File: config.mk
export PLATFORM = sky130hd
export DESIGN_NAME = lpi_ctrl
export DESIGN_NICKNAME = d
export VERILOG_FILES = /design/src/verilog/lpi_pkg.sv /design/src/verilog/lpi_tick_gen.sv /design/src/verilog/lpi_rx_track.sv /design/src/verilog/lpi_ctrl.sv
export VERILOG_INCLUDE_DIRS = /design/src /design/src/verilog
export SDC_FILE = /design/constraint.sdc
export NUM_CORES = 1
export LEC_CHECK = 0
export ABC_AREA = 1
export BUFFER_PORTS_ARGS = -buffer_cell sky130_fd_sc_hd__buf_2
export CORE_MARGIN = 2
export CORE_UTILIZATION = 30
export DETAILED_ROUTE_END_ITERATION = 8
export GPL_TIMING_DRIVEN = 0
export PLACE_DENSITY_LB_ADDON = 0.2
export SYNTH_ARGS = -nofsm -noshare
export SYNTH_HDL_FRONTEND = slang
export SYNTH_HIERARCHICAL = 1
export SYNTH_SLANG_ARGS = --single-unit
File: constraint.sdc
create_clock -name i_core_clk -period 2.3 [get_ports i_core_clk]
set_input_delay 0.115 -clock i_core_clk [delete_from_list [all_inputs] [get_ports i_core_clk]]
set_output_delay 0.115 -clock i_core_clk [all_outputs]
set_load 0.01 [all_outputs]
File: src/verilog/lpi_map.svh
// register offsets, field positions, reset values and timing counts for idle control
`ifndef LPI_MAP_SVH
`define LPI_MAP_SVH
`define LPI_ADDR_W          8
`define LPI_CSR_OFS         8'h30
`define LPI_TMR_OFS         8'h34
`define LPI_IRQ_OFS         8'h38
`define LPI_MSK_OFS         8'h3C
`define LPI_CTL_OFS         8'h40
`define LPI_CSR_TXA_BIT     19
`define LPI_CSR_LINK_EN_BIT 18
`define LPI_CSR_LINK_UP_BIT 17
`define LPI_CSR_EN_BIT      16
`define LPI_CSR_RXST_BIT    9
`define LPI_CSR_TXST_BIT    8
`define LPI_CSR_RXEX_BIT    3
`define LPI_CSR_RXEN_BIT    2
`define LPI_CSR_TXEX_BIT    1
`define LPI_CSR_TXEN_BIT    0
`define LPI_TMR_LINK_LSB    16
`define LPI_TMR_LINK_W      10
`define LPI_TMR_WAKE_W      16
`define LPI_LINK_MS_RESET   10'h3E8
`define LPI_WAKE_US_RESET   16'h0000
`define LPI_IRQ_BIT         10
`define LPI_CLK_MHZ         40
`define LPI_US_NS           1000
`define LPI_CLK_NS          25
`define LPI_US_CYCLES       (`LPI_US_NS / `LPI_CLK_NS)
`define LPI_MS_US           1000
`endif

File: src/verilog/lpi_pkg.sv
// types for the low power idle control block
`default_nettype none
package lpi_pkg;
  typedef enum logic [1:0] {
    LPI_NORMAL = 2'b00,
    LPI_DRAIN  = 2'b01,
    LPI_IDLE   = 2'b11,
    LPI_WAKE   = 2'b10
  } lpi_tx_state_t;
  typedef struct packed {
    logic        wr;
    logic        rd;
    logic [7:0]  addr;
    logic [31:0] wdata;
  } lpi_bus_t;
endpackage
`default_nettype wire

File: src/verilog/lpi_tick_gen.sv
// microsecond and millisecond tick divider
`timescale 1ns/1ps
`default_nettype none
`include "lpi_map.svh"
module lpi_tick_gen
  import lpi_pkg::*;
#(
  parameter int US_CYCLES = `LPI_US_CYCLES,
  parameter int MS_US     = `LPI_MS_US
) (
  input  wire logic i_core_clk,
  input  wire logic i_reset,
  output logic      o_us_tick,
  output logic      o_ms_tick
);
  logic [15:0] us_cnt;
  logic [15:0] next_us_cnt;
  logic [15:0] ms_cnt;
  logic [15:0] next_ms_cnt;
  logic        next_us_tick;
  logic        next_ms_tick;
  // divider chain: clock cycles to microseconds to milliseconds
  always_comb begin
    next_us_cnt  = us_cnt + 16'h0001;
    next_ms_cnt  = ms_cnt;
    next_us_tick = 1'b0;
    next_ms_tick = 1'b0;
    if (us_cnt == 16'(US_CYCLES - 1)) begin
      next_us_cnt  = 16'h0000;
      next_us_tick = 1'b1;
      next_ms_cnt  = ms_cnt + 16'h0001;
      if (ms_cnt == 16'(MS_US - 1)) begin
        next_ms_cnt  = 16'h0000;
        next_ms_tick = 1'b1;
      end
    end
  end
  always_ff @(posedge i_core_clk) begin
    if (i_reset) begin
      us_cnt    <= 16'h0000;
      ms_cnt    <= 16'h0000;
      o_us_tick <= 1'b0;
      o_ms_tick <= 1'b0;
    end else begin
      us_cnt    <= next_us_cnt;
      ms_cnt    <= next_ms_cnt;
      o_us_tick <= next_us_tick;
      o_ms_tick <= next_ms_tick;
    end
  end
endmodule
`default_nettype wire

File: src/verilog/lpi_rx_track.sv
// receive idle state tracker with entry and exit events
`timescale 1ns/1ps
`default_nettype none
module lpi_rx_track
  import lpi_pkg::*;
(
  input  wire logic i_core_clk,
  input  wire logic i_reset,
  input  wire logic i_rx_idle_pin,
  output logic      o_rx_idle_state,
  output logic      o_rx_enter,
  output logic      o_rx_exit
);
  logic sync1;
  logic sync2;
  logic next_state;
  logic next_enter;
  logic next_exit;
  // edge detection on the synchronised idle indication
  always_comb begin
    next_state = sync2;
    next_enter = sync2 & ~o_rx_idle_state;
    next_exit  = ~sync2 & o_rx_idle_state;
  end
  always_ff @(posedge i_core_clk) begin
    if (i_reset) begin
      sync1           <= 1'b0;
      sync2           <= 1'b0;
      o_rx_idle_state <= 1'b0;
      o_rx_enter      <= 1'b0;
      o_rx_exit       <= 1'b0;
    end else begin
      sync1           <= i_rx_idle_pin;
      sync2           <= sync1;
      o_rx_idle_state <= next_state;
      o_rx_enter      <= next_enter;
      o_rx_exit       <= next_exit;
    end
  end
endmodule
`default_nettype wire

File: src/verilog/lpi_ctrl.sv
// low power idle control: registers, transmit idle sequencer, receive tracking
`timescale 1ns/1ps
`default_nettype none
`include "lpi_map.svh"
module lpi_ctrl
  import lpi_pkg::*;
#(
  parameter int US_CYCLES = `LPI_US_CYCLES,
  parameter int MS_US     = `LPI_MS_US
) (
  input  wire logic        i_core_clk,
  input  wire logic        i_reset,
  input  wire logic [7:0]  i_addr,
  input  wire logic [31:0] i_wdata,
  input  wire logic        i_wr,
  input  wire logic        i_rd,
  output logic      [31:0] o_rdata,
  input  wire logic        i_tx_pending,
  input  wire logic        i_tx_flush,
  input  wire logic        i_rx_idle_pin,
  output logic             o_tx_idle_pattern,
  output logic             o_tx_hold,
  output logic             o_irq
);
  //////////////////////////////////////////////////////////////////////////////
  lpi_bus_t      bus;
  logic          us_tick;
  logic          ms_tick;
  logic          rx_state;
  logic          rx_enter;
  logic          rx_exit;
  logic          txa;
  logic          phy_link_status_enable;
  logic          phy_link_up;
  logic          en;
  logic          rxex;
  logic          rxen;
  logic          txex;
  logic          txen;
  logic          irq_st;
  logic          irq_msk;
  logic [9:0]    link_up_timer_ms;
  logic [15:0]   wake_timer_us;
  logic [9:0]    link_cnt;
  logic [15:0]   wake_cnt;
  lpi_tx_state_t st;
  logic          next_txa;
  logic          next_phy_link_status_enable;
  logic          next_phy_link_up;
  logic          next_en;
  logic          next_rxex;
  logic          next_rxen;
  logic          next_txex;
  logic          next_txen;
  logic          next_irq_st;
  logic          next_irq_msk;
  logic [9:0]    next_link_up_timer_ms;
  logic [15:0]   next_wake_timer_us;
  logic [9:0]    next_link_cnt;
  logic [15:0]   next_wake_cnt;
  lpi_tx_state_t next_st;
  logic [31:0]   next_rdata;
  logic          link_ok;
  logic          tx_enter_ev;
  logic          tx_exit_ev;
  logic          csr_rd;
  logic          next_tx_pattern;
  logic          next_tx_hold;
  logic          next_irq;

  assign bus = '{wr: i_wr, rd: i_rd, addr: i_addr, wdata: i_wdata};

  // register hit test shared by reads and writes
  function automatic logic hit(input logic [7:0] a, input logic [7:0] ofs);
    hit = (a == ofs);
  endfunction

  //////////////////////////////////////////////////////////////////////////////
  // tick divider and receive tracker
  lpi_tick_gen #(.US_CYCLES(US_CYCLES), .MS_US(MS_US)) u_tick (
    .i_core_clk (i_core_clk),
    .i_reset    (i_reset),
    .o_us_tick  (us_tick),
    .o_ms_tick  (ms_tick)
  );
  lpi_rx_track u_rx (
    .i_core_clk      (i_core_clk),
    .i_reset         (i_reset),
    .i_rx_idle_pin   (i_rx_idle_pin),
    .o_rx_idle_state (rx_state),
    .o_rx_enter      (rx_enter),
    .o_rx_exit       (rx_exit)
  );

  //////////////////////////////////////////////////////////////////////////////
  // link timer, transmit sequencer and registers
  always_comb begin
    csr_rd        = bus.rd & hit(bus.addr, `LPI_CSR_OFS);
    link_ok       = (link_cnt >= link_up_timer_ms);
    next_link_cnt = link_cnt;
    if (!phy_link_up) begin
      next_link_cnt = 10'h000;
    end else if (ms_tick && !link_ok) begin
      next_link_cnt = link_cnt + 10'h001;
    end
    next_st       = st;
    next_wake_cnt = wake_cnt;
    tx_enter_ev   = 1'b0;
    tx_exit_ev    = 1'b0;
    next_en       = en;
    unique case (st)
      LPI_NORMAL: begin
        if (en && link_ok) begin
          next_st = LPI_DRAIN;
        end
      end
      LPI_DRAIN: begin
        if (!en || !link_ok) begin
          next_st = LPI_NORMAL;
        end else if (!txa || (!i_tx_pending && !i_tx_flush)) begin
          next_st     = LPI_IDLE;
          tx_enter_ev = 1'b1;
        end
      end
      LPI_IDLE: begin
        if ((!txa && !en) || (txa && (i_tx_pending || i_tx_flush || !en))) begin
          next_st       = LPI_WAKE;
          next_wake_cnt = 16'h0000;
          if (txa) begin
            next_en = 1'b0;
          end
        end
      end
      LPI_WAKE: begin
        if (wake_cnt >= wake_timer_us) begin
          next_st    = LPI_NORMAL;
          tx_exit_ev = 1'b1;
        end else if (us_tick) begin
          next_wake_cnt = wake_cnt + 16'h0001;
        end
      end
    endcase
    next_txa     = txa;
    next_phy_link_status_enable = phy_link_status_enable;
    next_phy_link_up            = phy_link_up;
    next_link_up_timer_ms       = link_up_timer_ms;
    next_wake_timer_us          = wake_timer_us;
    next_irq_msk                = irq_msk;
    if (bus.wr && hit(bus.addr, `LPI_CSR_OFS)) begin
      next_txa                    = bus.wdata[`LPI_CSR_TXA_BIT];
      next_phy_link_status_enable = bus.wdata[`LPI_CSR_LINK_EN_BIT];
      next_phy_link_up            = bus.wdata[`LPI_CSR_LINK_UP_BIT];
      if (!(st == LPI_IDLE && next_st == LPI_WAKE && txa)) begin
        next_en = bus.wdata[`LPI_CSR_EN_BIT];
      end
    end
    if (bus.wr && hit(bus.addr, `LPI_TMR_OFS)) begin
      next_link_up_timer_ms = bus.wdata[`LPI_TMR_LINK_LSB +: `LPI_TMR_LINK_W];
      next_wake_timer_us    = bus.wdata[`LPI_TMR_WAKE_W-1:0];
    end
    if (bus.wr && hit(bus.addr, `LPI_MSK_OFS)) begin
      next_irq_msk = bus.wdata[`LPI_IRQ_BIT];
    end
    // sticky flags: a new event wins over the read clear
    next_rxex   = (rxex & ~csr_rd) | rx_exit;
    next_rxen   = (rxen & ~csr_rd) | rx_enter;
    next_txex   = (txex & ~csr_rd) | tx_exit_ev;
    next_txen   = (txen & ~csr_rd) | tx_enter_ev;
    next_irq_st = (irq_st & ~csr_rd) | rx_exit | rx_enter | tx_exit_ev | tx_enter_ev;
    // output registers follow the next state
    next_tx_pattern = (next_st == LPI_IDLE);
    next_tx_hold    = (next_st == LPI_IDLE) || (next_st == LPI_WAKE);
    next_irq        = next_irq_st & ~next_irq_msk;
    next_rdata  = 32'h0000_0000;
    if (bus.rd) begin
      if (hit(bus.addr, `LPI_CSR_OFS)) begin
        next_rdata[`LPI_CSR_TXA_BIT]   = txa;
        next_rdata[`LPI_CSR_LINK_EN_BIT] = phy_link_status_enable;
        next_rdata[`LPI_CSR_LINK_UP_BIT] = phy_link_up;
        next_rdata[`LPI_CSR_EN_BIT]    = en;
        next_rdata[`LPI_CSR_RXST_BIT]  = rx_state;
        next_rdata[`LPI_CSR_TXST_BIT]  = (st == LPI_IDLE);
        next_rdata[`LPI_CSR_RXEX_BIT]  = rxex;
        next_rdata[`LPI_CSR_RXEN_BIT]  = rxen;
        next_rdata[`LPI_CSR_TXEX_BIT]  = txex;
        next_rdata[`LPI_CSR_TXEN_BIT]  = txen;
      end else if (hit(bus.addr, `LPI_TMR_OFS)) begin
        next_rdata[`LPI_TMR_LINK_LSB +: `LPI_TMR_LINK_W] = link_up_timer_ms;
        next_rdata[`LPI_TMR_WAKE_W-1:0] = wake_timer_us;
      end else if (hit(bus.addr, `LPI_IRQ_OFS)) begin
        next_rdata[`LPI_IRQ_BIT] = irq_st;
      end else if (hit(bus.addr, `LPI_MSK_OFS)) begin
        next_rdata[`LPI_IRQ_BIT] = irq_msk;
      end
    end
  end

  // state registers
  always_ff @(posedge i_core_clk) begin
    if (i_reset) begin
      st                <= LPI_NORMAL;
      txa               <= 1'b0;
      phy_link_status_enable <= 1'b0;
      phy_link_up       <= 1'b0;
      en                <= 1'b0;
      rxex              <= 1'b0;
      rxen              <= 1'b0;
      txex              <= 1'b0;
      txen              <= 1'b0;
      irq_st            <= 1'b0;
      irq_msk           <= 1'b0;
      link_up_timer_ms  <= `LPI_LINK_MS_RESET;
      wake_timer_us     <= `LPI_WAKE_US_RESET;
      link_cnt          <= 10'h000;
      wake_cnt          <= 16'h0000;
      o_rdata           <= 32'h0000_0000;
      o_tx_idle_pattern <= 1'b0;
      o_tx_hold         <= 1'b0;
      o_irq             <= 1'b0;
    end else begin
      st                <= next_st;
      txa               <= next_txa;
      phy_link_status_enable <= next_phy_link_status_enable;
      phy_link_up       <= next_phy_link_up;
      en                <= next_en;
      rxex              <= next_rxex;
      rxen              <= next_rxen;
      txex              <= next_txex;
      txen              <= next_txen;
      irq_st            <= next_irq_st;
      irq_msk           <= next_irq_msk;
      link_up_timer_ms  <= next_link_up_timer_ms;
      wake_timer_us     <= next_wake_timer_us;
      link_cnt          <= next_link_cnt;
      wake_cnt          <= next_wake_cnt;
      o_rdata           <= next_rdata;
      o_tx_idle_pattern <= next_tx_pattern;
      o_tx_hold         <= next_tx_hold;
      o_irq             <= next_irq;
    end
  end
endmodule
`default_nettype wire

## Word-level counts from Yosys, hierarchy flattened

Index checks and enable logic that the tools add are counted.

| storage, ports and cells | value |
|---|---|
| RAM bits | 0 |
| bits in registers | 138 |
| output and inout port bits | 35 |
| bits of input ports | 47 |
| memory bits (read-only) | 0 |
| memories | 0 |
| bits in latches | 0 |

| operators by class | value |
|---|---|
| divide/modulo/power cells | 0 |
| multipliers | 0 |
| equal/unequal tests | 14 |
| mux-type cells | 32 |
| order comparisons | 2 |
| reduce and logical (&&, ||, !) cells | 30 |
| shifts and indexed selects | 0 |
| add/sub/neg operators | 4 |
| bitwise gates (word level) | 25 |

Operator list:

| kind | number |
|---|---|
| 16-bit 2-to-1 mux | 4 |
| 16-bit by 1-bit adder with 16-bit output (second input constant) | 3 |
| 8-bit by 6-bit == test with 1-bit output (second input constant) | 4 |
| 16-bit one-hot mux with 2 select lines | 1 |
| 16-bit by 10-bit == test with 1-bit output (second input constant) | 1 |
| 16-bit by 6-bit == test with 1-bit output (second input constant) | 1 |
| 16-bit greater-or-equal comparator | 1 |
| 1-bit 2-to-1 mux | 16 |
| 15-bit 2-to-1 mux | 1 |
| 2-bit 2-to-1 mux | 6 |
| 10-bit by 1-bit adder with 10-bit output (second input constant) | 1 |
| 10-bit greater-or-equal comparator | 1 |
| 1-bit logical AND | 10 |
| 10-bit 2-to-1 mux | 1 |
| 1-bit AND | 9 |
| 2-bit == test (second input constant) | 4 |
| 4-bit 2-to-1 mux | 2 |
| 1-bit inverter | 8 |
| 1-bit bitwise OR | 8 |
| 2-bit one-hot mux with 4 select lines | 1 |
| 2-bit OR reduction | 4 |
| 1-bit logical OR | 6 |
| 1-bit zero test | 5 |
| 2-bit inequality test (second input constant) | 2 |
| 7 further kinds | 7 |

## Logic depth before layout (Yosys ltp)

Gate-level depths: netlist of the first run.

| logic depth | value |
|---|---|
| depth after elaboration | 11 |
| depth in mapped cells | 16 |
| gate-level depth less buffers | 16 |

## Cells and area by module

Netlist of the first run, hierarchy kept.

By module, submodules not included:

| module | sequential area each (sq um) | instances | cells an instance | area an instance (sq um) |
|---|---|---|---|---|
| lpi_ctrl | 1841.8 | 1 | 592 | 4405.5 |
| lpi_tick_gen | 680.7 | 1 | 331 | 2038.2 |
| lpi_rx_track | 100.1 | 1 | 15 | 140.1 |

## Worst setup path before layout of the first run

OpenSTA, ideal clock, no wires.

| timing | value |
|---|---|
| path kind | flip-flop to flip-flop |
| from | reg link_cnt[0] |
| to | reg link_cnt[2] |
| path buffers | 1 |
| stages on the path, launching flop included | 11 |
| arrival time | 1539 ps |
| path slack | 682 ps |
| period minus slack after synthesis | 1618 ps |
| cells stage by stage | dfxtp_1 > inv_1 > ha_1 > o21ai_0 > nand2_1 > nand3_1 > nand3_1 > nor2_1 > buf_2 > a21oi_1 > nor3_1 |

| between the ends | value |
|---|---|
| longest elaborated chain between the ends | 3 |
| elaborated cells on any way between the ends | 4 |
| classes of those cells | add/sub: 1; order compare: 1; reduce/logical: 2 |

RTL lines:

| item | line | RTL |
|---|---|---|
| start: declaration | lpi_ctrl.sv:44 | `logic [9:0] link_cnt;` |
| start signal: assignment | lpi_ctrl.sv:234 | `link_cnt <= next_link_cnt;` |
| 10-bit greater-or-equal comparator | lpi_ctrl.sv:99 | `link_ok = (link_cnt >= link_up_timer_ms);` |
| 1-bit zero test | lpi_ctrl.sv:103 | `end else if (ms_tick && !link_ok) begin` |
| 1-bit logical AND | lpi_ctrl.sv:103 |  |

Several ways; a longest one is shown, not always the timed one.
A chain may end at the register's enable or synchronous reset.

## Final worst setup path of the first run

| timing | value |
|---|---|
| from | reg wake_cnt[7] |
| to | reg wake_cnt[1] |

| between the ends | value |
|---|---|
| longest elaborated chain between the ends | 3 |

RTL lines:

| item | line | RTL |
|---|---|---|
| start: declaration | lpi_ctrl.sv:45 | `logic [15:0] wake_cnt;` |
| start signal: assignment | lpi_ctrl.sv:235 | `wake_cnt <= next_wake_cnt;` |
| 16-bit greater-or-equal comparator | lpi_ctrl.sv:135 | `if (wake_cnt >= wake_timer_us) begin` |
| 2-bit inequality test (no source line) | - |  |
| 4-bit AND reduction (no source line) | - |  |

Every way passes these cells.

==> flow_metrics.env, run 1 <==
export IMPL_synth_cell_types=38
export IMPL_report_final_slew_viol_count=0
export IMPL_path_clk_slew_ns=0.06
export IMPL_synth_xor_area_share_pct=2.395
export IMPL_cts_resized=0
export IMPL_max_slew_margin_pct=56.86
export IMPL_setup_ws_ns=0.2742
export IMPL_final_layout_size_suffix_gt1_share_pct=15.22
export IMPL_vias_per_cell=4.554
export IMPL_slowest_delay_ns=0.44
export IMPL_synth_edf_count=0
export IMPL_synth_mux_area_fraction_pct=0
export IMPL_synth_top_family_by_area="simple AND/OR/NAND/NOR gates"
export IMPL_grt_max_degree=17
export IMPL_grt_usage_pct=15.41
export IMPL_routed_wl_mm=17.52
export IMPL_tightest_slew_ns=0.6470
export IMPL_fmax_mhz=493.6
export IMPL_routedWlPerCell_um=12.97
export IMPL_numCtsBuffers=17
export IMPL_core_area_um2=21690
export IMPL_grt_pass1_wl_mm=28.60
export IMPL_final_util_pct=37.59
export IMPL_fin_setup_tns_ns=0
export IMPL_cts_tree="built"
export IMPL_place_congestion=0.8374
export IMPL_yosys_area_share_simple_pct=30.54
export IMPL_ys_warn_count=6
export IMPL_layout_common_cells="198 x nand2_1, 136 x nor2_1, 131 x dfxtp_1"
export IMPL_crit_top_cell="nand2_1"
export IMPL_route_vias_total=6153
export IMPL_diodes=0
export IMPL_maxCapViolations=0
export IMPL_setup_viol=0
export IMPL_worst_path_max_delay_cell="dfxtp_1"
export IMPL_die_x_um=152.1
export IMPL_die_y_um=152.1
export IMPL_required_ns=2.62
export IMPL_io_pins=82
export IMPL_syn_to_final_growth_pct=23.83
export IMPL_finalHoldViolations=0
export IMPL_worstPathArrival_ns=2.34
export IMPL_timing_critical_path_from_type="flip-flop"
export IMPL_rsz0062_at_grt="no"
export IMPL_grt_pass1_vias=5773
export IMPL_ys_flop_type="dfxtp_1"
export IMPL_async_flop_share_pct=0
export IMPL_dr_pass1_iters=5
export IMPL_min_period_over_period_pct=88.08
export IMPL_ir_drop_mv=0.4096
export IMPL_port_buffers=69
export IMPL_crit_type="flip-flop to flip-flop"
export IMPL_dpl_hpwl_mm=13.15
export IMPL_end_kind="flip-flop"
export IMPL_nets=1135
export IMPL_clk_path_buf_depth=2
export IMPL_power_density_nw_per_um2=635.8
export IMPL_fin_crit_ns=2.026
export IMPL_synth_compound_area_share_pct=11.97
export IMPL_synth_adder_area_share_pct=5.701
export IMPL_layout_commonest_cell="nand2_1"
export IMPL_clkLatencyLatePin_ns=0.43
export IMPL_root_buffer="clkbuf_16"
export IMPL_synth_area_um2=6584
export IMPL_skew_ns=0.01183
export IMPL_syn_avg_cell_area_um2=7.019
export IMPL_status="completed"
export IMPL_cts_htree_levels=4
export IMPL_worst_path_max_fanout=10
export IMPL_netlist_instances=938
export IMPL_grt_ovfl_total=0
export IMPL_start_util_pct=30.36
export IMPL_synth_seq_area_share_pct=39.83
export IMPL_antenna_found_initial=0
export IMPL_cp_cell_sequence="ha_1 > a21oi_1 > o21a_1 > nand2_1 > nand2_1 > nand2_1 > nand2_2 > buf_2 > nand3_1 > nand2_1 > nor2_1"
export IMPL_leakagePower_nw=3.409
export IMPL_place_ws_ns=0.2644
export IMPL_rows=54
export IMPL_drtIter0Drc=379
export IMPL_dieArea_um2=23150
export IMPL_ys_ff_latch=131
export IMPL_post_cts_setup_buffer_count=0
export IMPL_drc=0
export IMPL_antenna_left=0
export IMPL_hp_class="input port to flip-flop"
export IMPL_clock_sinks=131
## layout make-up
class                   instances  area [um^2]
plain buffers                  26        153.9
clock buffers                  18        429.2
clock inverters                14        155.1
fillers                      2321        13540
inverters                     125        471.7
multi-input cells             661         3354
flip-flops and latches        131         2623
well taps                     280        350.3
repair buffers                 96        615.6
## metal layers
layer  track usage (%)  vias up  wire length, um
met1             19.53     2781             8240
li1                  -     3252                -
met4             5.029        0              225
met3             3.185       17              573
met2             26.21      103             8477
met5                 0        -                0
## sequential cells by signal (all words and copies together) (netlist names), 10 cells and up
register / flops
o_rdata: 26
u_tick/ms_cnt: 16
u_tick/us_cnt: 16
wake_cnt: 16
wake_timer_us: 16
link_cnt: 10
link_up_timer_ms: 10
## metrics by stage
stage	hold WS, ns	power, mW	instances	instance area (um^2)
2_1_floorplan	0.1862	2.420	943	6603
3_3_place_gp	0.3141	2.493	1292	7298
3_5_place_dp	0.3311	2.493	1292	7298
4_1_cts	0.0003599	5.253	1350	8143
5_1_grt	0.03770	5.379	1351	8153
6_report	0.03547	5.183	1351	8153
## critical path: cells and delay by family (launching register included)
kind	cells	cell delay (ns)
DFF	1	0.44
buffers and inverters	1	0.24
AOI/OAI and AO/OA	2	0.32
and+or+nand+nor	7	0.62
adders and majority gates	1	0.29
## synthesized netlist by cell type (14+ instances only)
library cell    n  area share, %
nor2_1        136            7.8
a21oi_1        81            6.2
xor2_1         14            1.9
dfxtp_1       131             40
nand3_1        61            4.6
inv_1         113            6.4
nor3_1         21            1.6
o21ai_0        17            1.3
nand2_1       198             11
ha_1           30            5.7
nand4_1        17            1.6
o21ai_1        27            2.1
## cell families (layout without fill, tap and decap cells)
kind of cell,Yosys count,after routing
other,1,6
XOR/XNOR,18,18
buffers and inverters,151,279
adder cells (fa/ha/maj),30,30
AND/OR/NAND/NOR,463,463
flip-flops,131,131
AO/OA/AOI/OAI,144,144
## power breakdown
part	switching [mW]	internal (mW)	total, mW
registers	0.00761	2.28	2.29
clock network	1.10	1.61	2.70
logic	0.102	0.0890	0.191
## worst paths after layout
check                            to            start  depth (start not counted)  slack, ns
hold reg to reg      u_rx/o_rx_exit  u_rx/next_state                          1       0.43
hold / removal    wake_timer_us[10]      i_wdata[10]                          3       0.04
setup / recovery        wake_cnt[1]      wake_cnt[7]                         11       0.27
setup reg to reg        wake_cnt[1]      wake_cnt[7]                         11       0.27
## timing repair
item / in CTS / in global routing
hold endpoints to repair: 27 / 1
hold buffers: 26 / 1
setup endpoints to repair: 0 / 0
Power figures use the tool's default switching activity.
==> run 2, diff against run 1 <==
--- a/config.mk
+++ b/config.mk
@@ -13,7 +13,7 @@
 export DETAILED_ROUTE_END_ITERATION = 8
 export GPL_TIMING_DRIVEN = 0
 export PLACE_DENSITY_LB_ADDON = 0.2
+export SKIP_LAST_GASP = 1
 export SYNTH_ARGS = -nofsm -noshare
 export SYNTH_HDL_FRONTEND = slang
-export SYNTH_HIERARCHICAL = 1
 export SYNTH_SLANG_ARGS = --single-unit
==> flow_metrics.env, run 2 <==
export IMPL_status="completed"
export IMPL_grt_pass1_wl_mm=27.49
export IMPL_crit_type="flip-flop to flip-flop"
export IMPL_fin_setup_tns_ns=0
export IMPL_ys_warn_count=0
export IMPL_power_mw=5.172
export IMPL_skew_ns=0.006744
export IMPL_top_register="o_rdata"
export IMPL_grt_ovfl_total=0
export IMPL_fin_cells=1275
export IMPL_syn_to_final_growth_pct=24.14
export IMPL_max_slew_margin_pct=60.44
export IMPL_clk_path_buf_depth=2
export IMPL_whs_ns=0.01842
export IMPL_layout_commonest_cell="nand2_1"
export IMPL_numCtsBuffers=17
export IMPL_die_y_um=150.3
export IMPL_yosysTopAreaCellShare_pct=40.83
export IMPL_placedCellCount=1218
export IMPL_min_period_over_period_pct=89.83
export IMPL_largest_reg_flops=26
export IMPL_ys_ff_latch=131
export IMPL_post_cts_setup_buffer_count=0
export IMPL_fin_area_um2=7973
export IMPL_port_buffers=69
export IMPL_antenna_found_initial=0
export IMPL_syn_avg_cell_area_um2=7.391
export IMPL_die_x_um=150.3
export IMPL_vias_per_cell=4.557
export IMPL_antenna_left=0
export IMPL_hp_class="input port to flip-flop"
export IMPL_timing_critical_path_from_type="flip-flop"
export IMPL_clkLatencyLatePin_ns=0.41
export IMPL_yosys_top_cells_count="161 x nand2_1, 131 x dfxtp_1, 106 x inv_1"
export IMPL_required_ns=2.57
export IMPL_fin_crit_ns=2.066
export IMPL_final_layout_size_suffix_gt1_share_pct=15.10
export IMPL_worstPathArrival_ns=2.34
export IMPL_netlist_instances=869
export IMPL_report_final_slew_viol_count=0
export IMPL_power_density_nw_per_um2=648.7
export IMPL_ir_drop_mv=0.3476
export IMPL_routed_wl_mm=16.82
export IMPL_synth_area_um2=6422
export IMPL_route_vias_total=5810
export IMPL_finalHoldViolations=0
export IMPL_synth_cell_types=45
export IMPL_dpl_hpwl_mm=12.59
export IMPL_place_area_um2=7131
export IMPL_routedWlPerCell_um=13.19
export IMPL_cts_htree_levels=4
export IMPL_timing_rr_start="wake_cnt[7]"
export IMPL_tightest_slew_ns=0.5934
export IMPL_setup_viol=0
export IMPL_fmax_mhz=484.0
export IMPL_hp_start="i_wdata[3]"
export IMPL_drtIter0Drc=328
export IMPL_io_pins=82
export IMPL_synth_most_common_cell="nand2_1"
export IMPL_cts_tree="built"
export IMPL_synth_edf_count=0
export IMPL_synth_area_leaders="dfxtp_1 41%, nand2_1 9.4%, a21oi_1 7.2%"
export IMPL_drc=0
export IMPL_diodes=0
export IMPL_crit_start="wake_cnt[7]"
export IMPL_place_ws_ns=0.2740
export IMPL_clock_sinks=131
export IMPL_start_util_pct=30.55
export IMPL_grt_usage_pct=15.63
export IMPL_dr_pass1_iters=6
export IMPL_rows=53
export IMPL_maxCapViolations=0
export IMPL_grt_pass1_vias=5479
export IMPL_worst_path_max_fanout=10
export IMPL_yosysTopAreaCell="dfxtp_1"
export IMPL_path_clk_slew_ns=0.06
export IMPL_nets=1064
export IMPL_final_util_pct=37.93
export IMPL_async_flop_share_pct=0
export IMPL_rsz0062_at_grt="no"
export IMPL_ys_flop_type="dfxtp_1"
export IMPL_dieArea_um2=22590
export IMPL_grt_max_degree=17
export IMPL_place_congestion=0.8348
export IMPL_end_kind="flip-flop"
export IMPL_root_buffer="clkbuf_16"
export IMPL_core_area_um2=21020
export IMPL_leakagePower_nw=3.236
export IMPL_synth_seq_area_share_pct=40.83
export IMPL_setup_ws_ns=0.2338
export IMPL_layout_common_cells="161 x nand2_1, 131 x dfxtp_1, 106 x inv_1"
run 2: report_power, final:
part | leakage, nW | switching, mW | total, mW | internal, mW
clock | 0.290 | 0.999 | 2.71 | 1.71
sequential | 1.06 | 0.00622 | 2.29 | 2.28
combinational | 1.89 | 0.0940 | 0.176 | 0.0825
total | 3.24 | 1.10 | 5.17 | 4.07
run 2: area by class of cell:
class	instances	area, um^2
buffer	28	201.4
clock buffer	24	491.7
clock inverter	8	100.1
fill	2221	13050
inverter	111	416.7
multi-input combinational	604	3201
sequential	131	2623
tap	275	344.1
timing repair buffer	94	595.6
run 2: final timing paths:
path	end	slack, ns	cells past startpoint
max	wake_cnt[12]	0.23	14
min	wake_timer_us[3]	0.02	3
max reg2reg	wake_cnt[12]	0.23	14
min reg2reg	u_rx.next_state	0.40	2
run 2: cell families (layout without fill, tap and decap cells):
family	after synthesis	count (layout)	share of synthesized area, %
and+or+nand+nor	387	387	27.78
AOI/OAI and AO/OA	157	157	12.59
buffers and inverters	139	265	9.624
DFF	131	131	40.83
adders and majority gates	30	30	5.845
xor gates and xnor gates	24	24	3.273
other	1	6	0.05839
run 2: timing repair:
action,in CTS,in global routing
resized for setup,0,0
endpoints found under the hold margin,29,0
hold buffers,25,0
run 2: per-layer routing:
metal	GRT usage, %	wire, um	part of all wire (%)	vias to the layer above
met1	20.50	8236	49	2605
met5	0	0	0	-
li1	-	-	-	3089
met3	3.242	619	3.7	21
met4	5.802	282	1.7	0
met2	25.32	7678	46	95
run 2: critical path, cell delays in order (launching register included):
cell and delay, ns:
dfxtp_1 0.48, ha_1 0.30, nand2_1 0.07, inv_1 0.04
nand2_1 0.11, nor2_1 0.06, nor2_1 0.08, nand2_1 0.05
nand2_1 0.07, nand2_1 0.08, nand2_4 0.17, nand2_4 0.10
buf_6 0.16, nand2_1 0.07, a21oi_1 0.06
